===== config.mk =====
export PLATFORM = sky130hd
export DESIGN_NAME = urd_top
export DESIGN_NICKNAME = d
export VERILOG_FILES = /design/src/pkg/urd_pkg.sv /design/src/hdl/urd_top.sv
export SDC_FILE = /design/constraint.sdc
export NUM_CORES = 1
export LEC_CHECK = 0
export ABC_AREA = 1
export BUFFER_PORTS_ARGS = -buffer_cell sky130_fd_sc_hd__buf_2
export CAP_MARGIN = 5
export CORE_ASPECT_RATIO = 0.5
export CORE_UTILIZATION = 45
export CTS_CLUSTER_DIAMETER = 150
export DETAILED_ROUTE_END_ITERATION = 7
export PLACE_DENSITY = 0.74
export SLEW_MARGIN = 20
export SYNTH_ARGS = -nofsm -noshare
export SYNTH_HDL_FRONTEND = slang
export SYNTH_SLANG_ARGS = --single-unit

===== constraint.sdc =====
create_clock -name sys_clk -period 2.3 [get_ports sys_clk]
set_input_delay 0.23 -clock sys_clk [delete_from_list [all_inputs] [get_ports sys_clk]]
set_output_delay 0.23 -clock sys_clk [all_outputs]
set_load 0.005 [all_outputs]

===== src/pkg/urd_pkg.sv =====
// Offsets, field layouts and decode targets of the serial port register map.
// Assumes one register access per request, 4-bit offsets, 8-bit data.
package urd_pkg;
    // ****************************************
    // Offsets and constants
    // ****************************************
    localparam logic [3:0] OFS_HOLD = 4'h0;
    localparam logic [3:0] OFS_INT_EN = 4'h1;
    localparam logic [3:0] OFS_FIFO = 4'h2;
    localparam logic [3:0] OFS_LINE_CTL = 4'h3;
    localparam logic [3:0] OFS_MODEM_CTL = 4'h4;
    localparam logic [3:0] OFS_LINE_STAT = 4'h5;
    localparam logic [3:0] OFS_MODEM_STAT = 4'h6;
    localparam logic [3:0] OFS_SCRATCH = 4'h7;
    localparam logic [3:0] OFS_TX_FILL = 4'h8;
    localparam logic [3:0] OFS_RX_FILL = 4'h9;
    localparam logic [3:0] OFS_PIN_DIR = 4'ha;
    localparam logic [3:0] OFS_PIN_STATE = 4'hb;
    localparam logic [3:0] OFS_PIN_IE = 4'hc;
    localparam logic [3:0] OFS_RSVD = 4'hd;
    localparam logic [3:0] OFS_PIN_CTL = 4'he;
    localparam logic [3:0] OFS_EXTRA = 4'hf;
    localparam logic [7:0] ENH_BANK_KEY = 8'hbf;
    localparam logic [7:0] RESET_VAL = 8'h00;
    localparam logic [7:0] INT_EN_ENH_MASK = 8'hf0;
    localparam logic [5:0] SRC_ENH_MASK = 6'h30;
    localparam logic [7:0] MODEM_ENH_MASK = 8'he0;
    localparam logic [7:0] PIN_CTL_MASK = 8'h07;
    localparam logic [7:0] EXTRA_MASK = 8'hb7;
    localparam int FIFO_EN_BIT = 0;
    localparam int FIFO_RX_RST_BIT = 1;
    localparam int FIFO_TX_RST_BIT = 2;
    localparam int PIN_CTL_RESET_BIT = 3;
    // ****************************************
    // Field layouts, most significant first
    // ****************************************
    typedef struct packed {
        logic cts, rts, stop_flow, sleep, modem, rx_line, tx_empty, rx_data;
    } urd_int_en_t;
    typedef struct packed {
        logic div_en, tx_break, force_par, even_par, par_en, stop_bits;
        logic [1:0] word_len;
    } urd_line_ctl_t;
    typedef struct packed {
        logic prescale, infrared, any_char_resume, loopback;
        logic internal_output_two, internal_output_one, rts_out, dtr_out;
    } urd_modem_ctl_t;
    typedef struct packed {
        logic fifo_err, tx_all_empty, tx_hold_empty, rx_break;
        logic rx_framing, rx_parity, rx_overrun, rx_ready;
    } urd_line_stat_t;
    typedef struct packed {
        logic cd, ri, dsr, cts, d_cd, d_ri, d_dsr, d_cts;
    } urd_modem_stat_t;
    typedef struct packed {logic [3:0] resume, halt;} urd_halt_t;
    typedef struct packed {logic [3:0] rx_trig, tx_trig;} urd_trig_t;
    typedef struct packed {
        logic auto_cts, auto_rts, special_char, enh_en;
        logic [3:0] sw_flow;
    } urd_enh_fn_t;
    typedef struct packed {
        logic fast_ir, rsv6, rs485_inv, rs485_en, rsv3, tx_dis, rx_dis, nine_bit;
    } urd_extra_t;
    typedef struct packed {logic [1:0] rx_trig, tx_trig; logic en;} urd_fifo_t;
    typedef struct packed {
        logic [7:0] div_lo, div_hi, div_frac, scratch;
        logic [7:0] resume_one, resume_two, stop_one, stop_two;
        logic [7:0] pin_dir, pin_out, pin_ie, pin_ctl;
        urd_int_en_t int_en;
        urd_fifo_t fifo;
        urd_line_ctl_t line_ctl;
        urd_modem_ctl_t modem_ctl;
        urd_enh_fn_t enh_fn;
        urd_halt_t halt_resume;
        urd_trig_t trig;
        urd_extra_t extra;
    } urd_cfg_t;
    typedef struct packed {
        logic wr, rd;
        logic [3:0] addr;
        logic [7:0] wdata;
    } urd_req_t;
    typedef struct packed {
        logic [7:0] rx_hold;
        logic [5:0] int_src;
        urd_line_stat_t line_stat;
        urd_modem_stat_t modem_stat;
        logic [6:0] tx_fill, rx_fill;
        logic [7:0] pin_in;
    } urd_stat_t;
    typedef struct packed {
        logic tx_load;
        logic [7:0] tx_data;
        logic rx_take, src_rd, line_rd, modem_rd;
        logic rx_fifo_rst, tx_fifo_rst, soft_reset;
    } urd_evt_t;
    typedef enum logic [4:0] {
        SEL_NONE = 5'b00000, SEL_HOLD = 5'b00001, SEL_DIV_LO = 5'b00010,
        SEL_DIV_HI = 5'b00011, SEL_INT_EN = 5'b00100, SEL_DIV_FRAC = 5'b00101,
        SEL_FIFO = 5'b00110, SEL_ENH_FN = 5'b00111, SEL_LINE_CTL = 5'b01000,
        SEL_MODEM_CTL = 5'b01001, SEL_RESUME_ONE = 5'b01010,
        SEL_LINE_STAT = 5'b01011, SEL_RESUME_TWO = 5'b01100,
        SEL_MODEM_STAT = 5'b01101, SEL_HALT = 5'b01110, SEL_STOP_ONE = 5'b01111,
        SEL_SCRATCH = 5'b10000, SEL_TRIG = 5'b10001, SEL_STOP_TWO = 5'b10010,
        SEL_TX_FILL = 5'b10011, SEL_RX_FILL = 5'b10100, SEL_PIN_DIR = 5'b10101,
        SEL_PIN_STATE = 5'b10110, SEL_PIN_IE = 5'b10111, SEL_RSVD = 5'b11000,
        SEL_PIN_CTL = 5'b11001, SEL_EXTRA = 5'b11010
    } urd_sel_t;
endpackage


===== src/hdl/urd_top.sv =====
// Register map and offset decoder for one serial port channel.
// Assumes a front end that turns bus cycles into single-cycle requests.
`timescale 1ns/100ps
`default_nettype none
module urd_top
    import urd_pkg::*;
(
    input wire logic sys_clk,
    input wire logic rst_n,
    input wire urd_req_t req,
    input wire urd_stat_t stat,
    output urd_cfg_t cfg,
    output logic [7:0] rdata,
    output logic rvalid,
    output urd_evt_t evt
);
    // ****************************************
    // Decode
    // ****************************************
    urd_cfg_t st_r;
    urd_cfg_t st_nxt;
    logic [7:0] rdata_r;
    logic [7:0] rdata_nxt;
    logic rvalid_r;
    logic rvalid_nxt;
    urd_evt_t evt_r;
    urd_evt_t evt_nxt;
    urd_sel_t sel;
    logic key_bank;
    logic div_bank;
    logic enh_on;
    logic lvl_bank;

    assign key_bank = (st_r.line_ctl == ENH_BANK_KEY);
    assign div_bank = st_r.line_ctl.div_en;
    assign enh_on = st_r.enh_fn.enh_en;
    assign lvl_bank = st_r.modem_ctl.internal_output_one;

    // Keeps old bits where the mask is clear
    function automatic logic [7:0] merge(
        input logic [7:0] old_v,
        input logic [7:0] new_v,
        input logic [7:0] keep_new
    );
        merge = (new_v & keep_new) | (old_v & ~keep_new);
    endfunction

    always_comb begin
        sel = SEL_NONE;
        case (req.addr)
            OFS_HOLD: begin
                if (div_bank) begin
                    sel = SEL_DIV_LO;
                end else begin
                    sel = SEL_HOLD;
                end
            end
            OFS_INT_EN: begin
                if (div_bank) begin
                    sel = SEL_DIV_HI;
                end else begin
                    sel = SEL_INT_EN;
                end
            end
            OFS_FIFO: begin
                if (key_bank) begin
                    sel = SEL_ENH_FN;
                end else if (div_bank) begin
                    // Without enhanced mode nothing answers here
                    sel = enh_on ? SEL_DIV_FRAC : SEL_NONE;
                end else begin
                    sel = SEL_FIFO;
                end
            end
            OFS_LINE_CTL: begin
                sel = SEL_LINE_CTL;
            end
            OFS_MODEM_CTL: begin
                sel = key_bank ? SEL_RESUME_ONE : SEL_MODEM_CTL;
            end
            OFS_LINE_STAT: begin
                sel = key_bank ? SEL_RESUME_TWO : SEL_LINE_STAT;
            end
            OFS_MODEM_STAT: begin
                if (key_bank) begin
                    sel = SEL_STOP_ONE;
                end else if (lvl_bank) begin
                    sel = SEL_HALT;
                end else begin
                    sel = SEL_MODEM_STAT;
                end
            end
            OFS_SCRATCH: begin
                if (key_bank) begin
                    sel = SEL_STOP_TWO;
                end else if (lvl_bank) begin
                    sel = SEL_TRIG;
                end else begin
                    sel = SEL_SCRATCH;
                end
            end
            OFS_TX_FILL: begin
                sel = SEL_TX_FILL;
            end
            OFS_RX_FILL: begin
                sel = SEL_RX_FILL;
            end
            OFS_PIN_DIR: begin
                sel = SEL_PIN_DIR;
            end
            OFS_PIN_STATE: begin
                sel = SEL_PIN_STATE;
            end
            OFS_PIN_IE: begin
                sel = SEL_PIN_IE;
            end
            OFS_RSVD: begin
                sel = SEL_RSVD;
            end
            OFS_PIN_CTL: begin
                sel = SEL_PIN_CTL;
            end
            OFS_EXTRA: begin
                sel = SEL_EXTRA;
            end
            default: begin
                sel = SEL_NONE;
            end
        endcase
    end

    // ****************************************
    // Register writes
    // ****************************************
    always_comb begin
        st_nxt = st_r;
        if (req.wr) begin
            case (sel)
                SEL_DIV_LO: begin
                    st_nxt.div_lo = req.wdata;
                end
                SEL_DIV_HI: begin
                    st_nxt.div_hi = req.wdata;
                end
                SEL_DIV_FRAC: begin
                    st_nxt.div_frac = req.wdata;
                end
                SEL_INT_EN: begin
                    st_nxt.int_en = urd_int_en_t'(merge(st_r.int_en, req.wdata,
                        enh_on ? 8'hff : ~INT_EN_ENH_MASK));
                end
                SEL_FIFO: begin
                    st_nxt.fifo.en = req.wdata[FIFO_EN_BIT];
                    st_nxt.fifo.rx_trig = req.wdata[7:6];
                    if (enh_on) begin
                        st_nxt.fifo.tx_trig = req.wdata[5:4];
                    end
                end
                SEL_ENH_FN: begin
                    st_nxt.enh_fn = urd_enh_fn_t'(req.wdata);
                    if (!req.wdata[4]) begin
                        // Dropping enhanced mode clears the gated bits so they read 0
                        st_nxt.int_en = urd_int_en_t'(st_r.int_en & ~INT_EN_ENH_MASK);
                        st_nxt.fifo.tx_trig = 2'h0;
                        st_nxt.modem_ctl = urd_modem_ctl_t'(st_r.modem_ctl &
                            ~MODEM_ENH_MASK);
                    end
                end
                SEL_LINE_CTL: begin
                    st_nxt.line_ctl = urd_line_ctl_t'(req.wdata);
                end
                SEL_MODEM_CTL: begin
                    st_nxt.modem_ctl = urd_modem_ctl_t'(merge(st_r.modem_ctl,
                        req.wdata, enh_on ? 8'hff : ~MODEM_ENH_MASK));
                end
                SEL_RESUME_ONE: begin
                    st_nxt.resume_one = req.wdata;
                end
                SEL_RESUME_TWO: begin
                    st_nxt.resume_two = req.wdata;
                end
                SEL_STOP_ONE: begin
                    st_nxt.stop_one = req.wdata;
                end
                SEL_STOP_TWO: begin
                    st_nxt.stop_two = req.wdata;
                end
                SEL_HALT: begin
                    st_nxt.halt_resume = urd_halt_t'(req.wdata);
                end
                SEL_TRIG: begin
                    st_nxt.trig = urd_trig_t'(req.wdata);
                end
                SEL_SCRATCH: begin
                    st_nxt.scratch = req.wdata;
                end
                SEL_PIN_DIR: begin
                    st_nxt.pin_dir = req.wdata;
                end
                SEL_PIN_STATE: begin
                    st_nxt.pin_out = req.wdata;
                end
                SEL_PIN_IE: begin
                    st_nxt.pin_ie = req.wdata;
                end
                SEL_PIN_CTL: begin
                    st_nxt.pin_ctl = req.wdata & PIN_CTL_MASK;
                end
                SEL_EXTRA: begin
                    st_nxt.extra = urd_extra_t'(req.wdata & EXTRA_MASK);
                end
                default: begin
                    // Read-only and reserved places keep every stored bit
                    st_nxt = st_r;
                end
            endcase
        end
    end

    always_ff @(posedge sys_clk or negedge rst_n) begin
        if (!rst_n) begin
            st_r <= '0;
            st_r.line_ctl <= urd_line_ctl_t'(RESET_VAL);
        end else begin
            st_r <= st_nxt;
        end
    end

    // ****************************************
    // Read answer and side effects
    // ****************************************
    always_comb begin
        rdata_nxt = 8'h00;
        rvalid_nxt = req.rd;
        evt_nxt = '0;
        if (req.rd) begin
            case (sel)
                SEL_HOLD: begin
                    rdata_nxt = stat.rx_hold;
                    evt_nxt.rx_take = 1'b1;
                end
                SEL_DIV_LO: begin
                    rdata_nxt = st_r.div_lo;
                end
                SEL_DIV_HI: begin
                    rdata_nxt = st_r.div_hi;
                end
                SEL_DIV_FRAC: begin
                    rdata_nxt = st_r.div_frac;
                end
                SEL_INT_EN: begin
                    rdata_nxt = st_r.int_en;
                end
                SEL_FIFO: begin
                    rdata_nxt = {st_r.fifo.en, st_r.fifo.en, stat.int_src &
                        (enh_on ? 6'h3f : ~SRC_ENH_MASK)};
                    evt_nxt.src_rd = 1'b1;
                end
                SEL_ENH_FN: begin
                    rdata_nxt = st_r.enh_fn;
                end
                SEL_LINE_CTL: begin
                    rdata_nxt = st_r.line_ctl;
                end
                SEL_MODEM_CTL: begin
                    rdata_nxt = st_r.modem_ctl;
                end
                SEL_RESUME_ONE: begin
                    rdata_nxt = st_r.resume_one;
                end
                SEL_RESUME_TWO: begin
                    rdata_nxt = st_r.resume_two;
                end
                SEL_STOP_ONE: begin
                    rdata_nxt = st_r.stop_one;
                end
                SEL_STOP_TWO: begin
                    rdata_nxt = st_r.stop_two;
                end
                SEL_LINE_STAT: begin
                    rdata_nxt = stat.line_stat;
                    evt_nxt.line_rd = 1'b1;
                end
                SEL_MODEM_STAT: begin
                    rdata_nxt = stat.modem_stat;
                    evt_nxt.modem_rd = 1'b1;
                end
                SEL_HALT: begin
                    rdata_nxt = st_r.halt_resume;
                end
                SEL_TRIG: begin
                    rdata_nxt = st_r.trig;
                end
                SEL_SCRATCH: begin
                    rdata_nxt = st_r.scratch;
                end
                SEL_TX_FILL: begin
                    rdata_nxt = {1'b0, stat.tx_fill};
                end
                SEL_RX_FILL: begin
                    rdata_nxt = {1'b0, stat.rx_fill};
                end
                SEL_PIN_DIR: begin
                    rdata_nxt = st_r.pin_dir;
                end
                SEL_PIN_STATE: begin
                    // Reads return pin levels, not the output latch
                    rdata_nxt = stat.pin_in;
                end
                SEL_PIN_IE: begin
                    rdata_nxt = st_r.pin_ie;
                end
                SEL_PIN_CTL: begin
                    rdata_nxt = st_r.pin_ctl;
                end
                SEL_EXTRA: begin
                    rdata_nxt = st_r.extra;
                end
                default: begin
                    rdata_nxt = 8'h00;
                end
            endcase
        end
        if (req.wr) begin
            case (sel)
                SEL_HOLD: begin
                    evt_nxt.tx_load = 1'b1;
                    evt_nxt.tx_data = req.wdata;
                end
                SEL_FIFO: begin
                    evt_nxt.rx_fifo_rst = req.wdata[FIFO_RX_RST_BIT];
                    evt_nxt.tx_fifo_rst = req.wdata[FIFO_TX_RST_BIT];
                end
                SEL_PIN_CTL: begin
                    evt_nxt.soft_reset = req.wdata[PIN_CTL_RESET_BIT];
                end
                default: begin
                    evt_nxt.tx_load = 1'b0;
                end
            endcase
        end
    end

    always_ff @(posedge sys_clk or negedge rst_n) begin
        if (!rst_n) begin
            rdata_r <= 8'h00;
            rvalid_r <= 1'b0;
            evt_r <= '0;
        end else begin
            rdata_r <= rdata_nxt;
            rvalid_r <= rvalid_nxt;
            evt_r <= evt_nxt;
        end
    end

    assign cfg = st_r;
    assign rdata = rdata_r;
    assign rvalid = rvalid_r;
    assign evt = evt_r;
endmodule
`default_nettype wire


## Word level (Yosys, flattened, before mapping)

Index checks and enable logic that the tools add are counted.
Widths: inputs -> output; s select.

- Register bits after elaboration: 175
- Latch bits: 0
- Memory bits (writable): 0
- Bits in read-only memories: 0
- Input bits: 68
- Output and inout port bits: 182
- Word-level logic and storage cells: 178
- Memories: 0

- Add/subtract/negate cells: 0
- Multipliers: 0
- Div/mod/pow operators: 0
- Order comparisons: 0
- Equality and inequality tests: 43
- Shift-type cells: 0
- Muxes and demuxes: 34
- Bitwise logic cells: 10
- Reduce and logical (&&, ||, !) cells: 27

Operators with widths:

| operator | count |
|---|---|
| $pmux 8 s25 | 1 |
| $pmux 5 s16 | 1 |
| $eq 5x5->1 const B | 10 |
| $mux 8 | 6 |
| $eq 5x4->1 const B | 8 |
| $reduce_and 2->1 | 18 |
| $and 8x8->8 | 4 |
| $eq 4x4->1 const B | 8 |
| $pmux 8 s2 | 2 |
| $eq 5x3->1 const B | 4 |
| $mux 3 | 6 |
| $eq 4x3->1 const B | 4 |
| $mux 2 | 8 |
| $not 8->8 | 2 |
| $or 8x8->8 | 2 |
| $reduce_and 3->1 | 4 |
| $eq 5x2->1 const B | 2 |
| $mux 9 | 1 |
| $eq 4x2->1 const B | 2 |
| $eq 8x8->1 const B | 1 |
| $and 6x6->6 | 1 |
| $mux 1 | 6 |
| $mux 6 | 1 |
| $reduce_bool 2->1 | 3 |
| other kinds (8) | 9 |

## Depth between registers and ports, before layout

- Depth after elaboration: 7
- Gate-level depth with buffers: 18
- Mapped depth without buffers: 17

## Least setup slack after synthesis

Ideal clock, no wire load.

- Path kind: flip-flop to flip-flop
- Start: register st_r, in the netlist div_bank
- End: register st_r, in the netlist cfg[19]
- Setup time: 0.130 ns
- Arrival time: 1.934 ns
- Data required time: 2.170 ns
- Setup slack: 0.236 ns
- Cell stages (with the launch flop): 16
- Buffers on the path: 4
- Clock period less this slack: 2.064 ns
- Cells stage by stage: dfrtp_1 -> buf_4 -> nand2_2 -> nor2_4 -> nand2_2 -> buf_6 -> nand2_1 -> nand2_1 -> nor2_1 -> nand3_2 -> buf_4 -> nor3_2 -> nand2_1 -> buf_2 -> nand2_1 -> o21ai_1

- Cells in the longest elaborated chain, start to end: 5
- Elaborated cells on any way between the ends: 12
- Classes of those cells: 2 x eq/ne; 9 x mux; 1 x reduce/logical

Ends and longest elaborated chain:

| item | line | source |
|---|---|---|
| start: declaration | urd_top.sv:20 | `urd_cfg_t st_r;` |
| start signal: assignment | urd_top.sv:225 | `st_r <= st_nxt;` |
| $eq 8x8->1 or $mux 3 (tied branches) | urd_top.sv:34, urd_top.sv:68 |  |
| $mux 2 (tied with other cells) | urd_top.sv:94 | `if (key_bank) begin` |
| $pmux 5 s16 * | urd_top.sv:50 | `case (req.addr)` |
| $eq 5x4->1 * | urd_top.sv:138 | `case (sel)` |
| $reduce_and 2->1 (no line) * | -- |  |

Mark *: on every way between the ends. The rest lies on a longest branch, timed or not.
A chain may end at the register's enable or synchronous reset.

## Final worst setup path

- Start: register st_r, in the netlist cfg[46]
- End: register rdata_r[1], in the netlist rdata[1]

- Cells in the longest elaborated chain, start to end: 6
- Elaborated cells on any way between the ends: 34
- Classes of those cells: 26 x eq/ne; 8 x mux

Ends and longest elaborated chain:

| item | line | source |
|---|---|---|
| $eq 8x8->1 * | urd_top.sv:34 | `assign key_bank = (st_r.line_ctl == ENH_BANK_KEY);` |
| $mux 2 (tied with other cells) | urd_top.sv:94 |  |
| $pmux 5 s16 * | urd_top.sv:50 |  |
| $eq 5x5->1 (tied with other cells) | urd_top.sv:237 | `case (sel)` |
| $pmux 8 s25 * | urd_top.sv:237 |  |
| $mux 8 * | urd_top.sv:236 | `if (req.rd) begin` |
| net rdata_nxt[1] | urd_top.sv:23 | `logic [7:0] rdata_nxt;` |
| end signal: assignment | urd_top.sv:350 | `rdata_r <= rdata_nxt;` |
| end: declaration | urd_top.sv:22 | `logic [7:0] rdata_r;` |

Mark *: on every way through the listed nets, which the timed path passes. The rest lies on a longest branch.

==> impl_metrics.tcl <==
set metrics [dict create \
    synthArstFlopShare_pct 100 \
    reg2reg_from "cfg[46]$_DFFE_PN0P_" \
    synth_compound_area_share_pct 12.4 \
    drc_errors 0 \
    finalWorstSetupSlack_ps -113 \
    cts_tree "yes" \
    hold_path_end "cfg[50]$_DFFE_PN0P_" \
    finalCriticalPeriod_ps 2410 \
    path_common_cell "nand2_1" \
    antenna_found_initial 0 \
    status "complete, but fails checks" \
    crit_path_start "cfg[46]$_DFFE_PN0P_" \
    slew_violations 0 \
    p_int_uw 6360 \
    use_met2_pct 53.5 \
    clk_path_buf_depth 2 \
    min-delay-start "req[5]" \
    synth_xor_area_share_pct 0 \
    rsz0062_at_grt "true" \
    max_freq_mhz 414 \
    gr-usage-met3_pct 9.49 \
    io_pins 250 \
    place_inst 1617 \
    setup.worst_path.class "reg -> reg" \
    area_delta_synth_final_pct 35.7 \
    reg2reg_to "rdata[1]$_DFF_PN0_" \
    ys_ff_latch 175 \
    p_comb_share_pct 23.7 \
    drive_gt1_share_pct 33.8 \
    synth_top_area_share_pct 51.2 \
    ctsHtreeMaxLevel 4 \
    holdWs_ps 85.4 \
    syn-instance-count 1069 \
    n_antenna_cell 0 \
    switchingPower_uw 3150 \
    grt_use_total_pct 35.6 \
    synth_top_cell_by_area "dfrtp_1" \
    routed_wl_um 34500 \
    crit_buf_inv 4 \
    synth_mux_area_share_pct 0 \
    r2r_slack_ps -110 \
    finalNonFillerCells 1670 \
    coreArea_um2 18500 \
    synth_area_per_cell_um2 8.01 \
    finalSetupViolCount 26 \
    slew_headroom_pct 59.8 \
    drt_iter0_markers 1061 \
    synth-edff-count 0 \
    hold_class "in -> reg" \
    tightestPinTransition_ps 604 \
    fillers 1638 \
    dieArea_um2 19600 \
    fp-row-count 35 \
    synthDistinctLibCells 39 \
    synth-simple-area-share_pct 30.0 \
    initial_core_util_pct 46.2 \
    ant_nets 0 \
    numCtsBuffers 17 \
    peakVddDrop_uv 590 \
    design_area_um2 11600 \
    placed_area_um2 10600 \
    grt_overflow 0 \
    required_ps 2590 \
    hpwl_um 25400 \
    p_leak_uw 0.00631 \
    grt_pass1_vias 8657 \
    ff2ff_path_depth 17 \
    dp_slack_ps -285 \
    nNetsFinal 1467 \
    clock_skew_ps 15.7 \
    cp-end-kind "flop" \
    wl_per_cell_um 20.6 \
    fp.dieH_um 99.5 \
    drv_cap 0 \
    synth_top_family_by_area "simple AND/OR/NAND/NOR gates" \
    synth_area_leaders "dfrtp_1 51%, nand2_1 14%, o21ai_0 6.4%" \
    design_power_total_uw 9510 \
    ys.flop_type "dfrtp_1" \
    io_buffers 242 \
    seq_area_frac_synth_pct 51.2 \
    cts_sinks 175 \
    multi_input_area_um2 3870 \
    startpoint_type "flop" \
    clk_latency_ps 440 \
    violations "negative setup slack" \
    root_buffer "clkbuf_16" \
    synth_area_um2 8560 \
    grt_pass1_wl_um 51300 \
    met1_usage_pct 50.2 \
    ys.warnings.count 0 \
    powerDensity_nw_per_um2 819 \
    vias_per_cell 5.50 \
    path_cells "inv_1, nand2_2, nor2_4, nand2_4, nand2_1, nand2_1, nor2_1, nand3_2, buf_4, buf_4, buf_4, nand4_1, nand2_1, nor2_1, nand2_1, nor2_4, a21oi_2" \
    cp_slowest_cell "dfrtp_1" \
    vias 9191 \
    path_delay_family "simple AND/OR/NAND/NOR gates" \
    synth_common_cells "326 x nand2_1, 175 x dfrtp_1, 109 x o21ai_0" \
    path_clk_slew_ps 70 \
    pwr-share-seq_pct 44.2 \
    cp_data_arrival_time_ps 2700 \
    drtPass1Iterations 6 \
    dieWidth_um 197 \
    grt_max_degree 61 \
    finalCritPeriodShare_pct 105 \
    cp_slowest_stage_delay_ps 380 \
    hold_viol 0 \
    synth-adder-area-share_pct 0 \
    yosys.cell_count.top_type "nand2_1" \
    hold-path-cell-count 3 \
    grt-busiest-layer "met2" \
    swShare_pct 33.1 \
    crit_path_max_fanout 5 \
    place.gp.congestion 1.02 \
    clkPwrFrac_pct 32.1 \
    seq_area_um2 4380 \
]
cell families (layout without fill, tap and decap cells):
| family | count (synthesis) | in the layout |
|---|---|---|
| simple gates | 579 | 581 |
| compound gates | 192 | 192 |
| flops | 175 | 175 |
| buf+inv | 122 | 456 |
| other cells | 1 | 7 |
worst reg2reg max path, delay by kind of cell (launching register included):
family,cells,cell delay [ps]
compound gates,1,80
simple gates,12,1300
buf+inv,4,510
flops,1,380
how the worst max path moves through the flow:
stage,cells past startpoint,slack [ps],to
2_1_floorplan,15,240,cfg[19]$_DFFE_PN0P_
6_report,17,-110,rdata[1]$_DFF_PN0_
3_3_place_gp,16,-200,rdata[1]$_DFF_PN0_
3_5_place_dp,16,-280,rdata[1]$_DFF_PN0_
5_1_grt,17,-230,cfg[57]$_DFFE_PN0P_
4_1_cts,13,-10,rdata[5]$_DFF_PN0_
stage by stage:
stage | TNS, ps | util [%]
finish | -1170 | 62.7
global route | -5170 | 62.7
CTS | -14.0 | 61.2
detailed placement | -2210 | 57.2
global placement | -479 | 57.2
floorplan | 0 | -
sequential cells by signal (all words and copies together) (netlist names):
name,count
rvalid,1
rdata,8
enh_on,1
lvl_bank,1
div_bank,1
cfg,147
evt,16
layout make-up:
type / instances / share of cell area [%]
Clock inverter: 13 / 1.54
Sequential cell: 175 / 37.7
Tap cell: 259 / 2.79
Timing Repair Buffer: 362 / 18.8
Multi-Input combinational cell: 780 / 33.4
Inverter: 63 / 2.09
Clock buffer: 18 / 3.70
metal layers:
layer / wire length (um) / vias to the layer above / share of wire (%)
met3: 3780 / 64 / 11
met2: 15200 / 536 / 44
li1: - / 4174 / -
met4: 780 / 0 / 2.3
met1: 14700 / 4417 / 43
met5: 0 / - / 0
power by group through the flow:
stage | sequential [uW] | combinational [uW] | clock (uW)
after floorplan | 4130 | 900 | 0
after detailed placement | 4240 | 2130 | 0
final | 4210 | 2250 | 3050
after global routing | 4250 | 2470 | 3180
after CTS | 4180 | 2170 | 3060
after global placement | 4230 | 2070 | 0
what timing repair did:
| action | CTS | global route |
|---|---|---|
| endpoints found under the setup margin | 31 | 60 |
| gates resized for setup | 16 | 36 |
| hold endpoints to repair | 56 | 0 |
| hold buffers | 2 | 0 |
| pin swaps | 7 | 16 |
| buffers inserted | 6 | 12 |
| cloned | 1 | 1 |
cell usage in the layout, fill, tap and decap left out, types with 12 or more instances in the layout:
cell type / Yosys / layout
clkbuf_16: 0 / 17
buf_4: 14 / 111
o21ai_0: 109 / 109
nand3_1: 85 / 77
nor2_4: 8 / 12
inv_1: 50 / 49
o21ai_1: 47 / 46
a22o_1: 16 / 16
nand4_1: 24 / 24
buf_2: 11 / 241
nor2_1: 94 / 82
nand2_2: 10 / 12
dfrtp_1: 175 / 175
nor2_2: 8 / 17
nand2_1: 326 / 319
No activity file was read; power rests on OpenSTA's default activity.
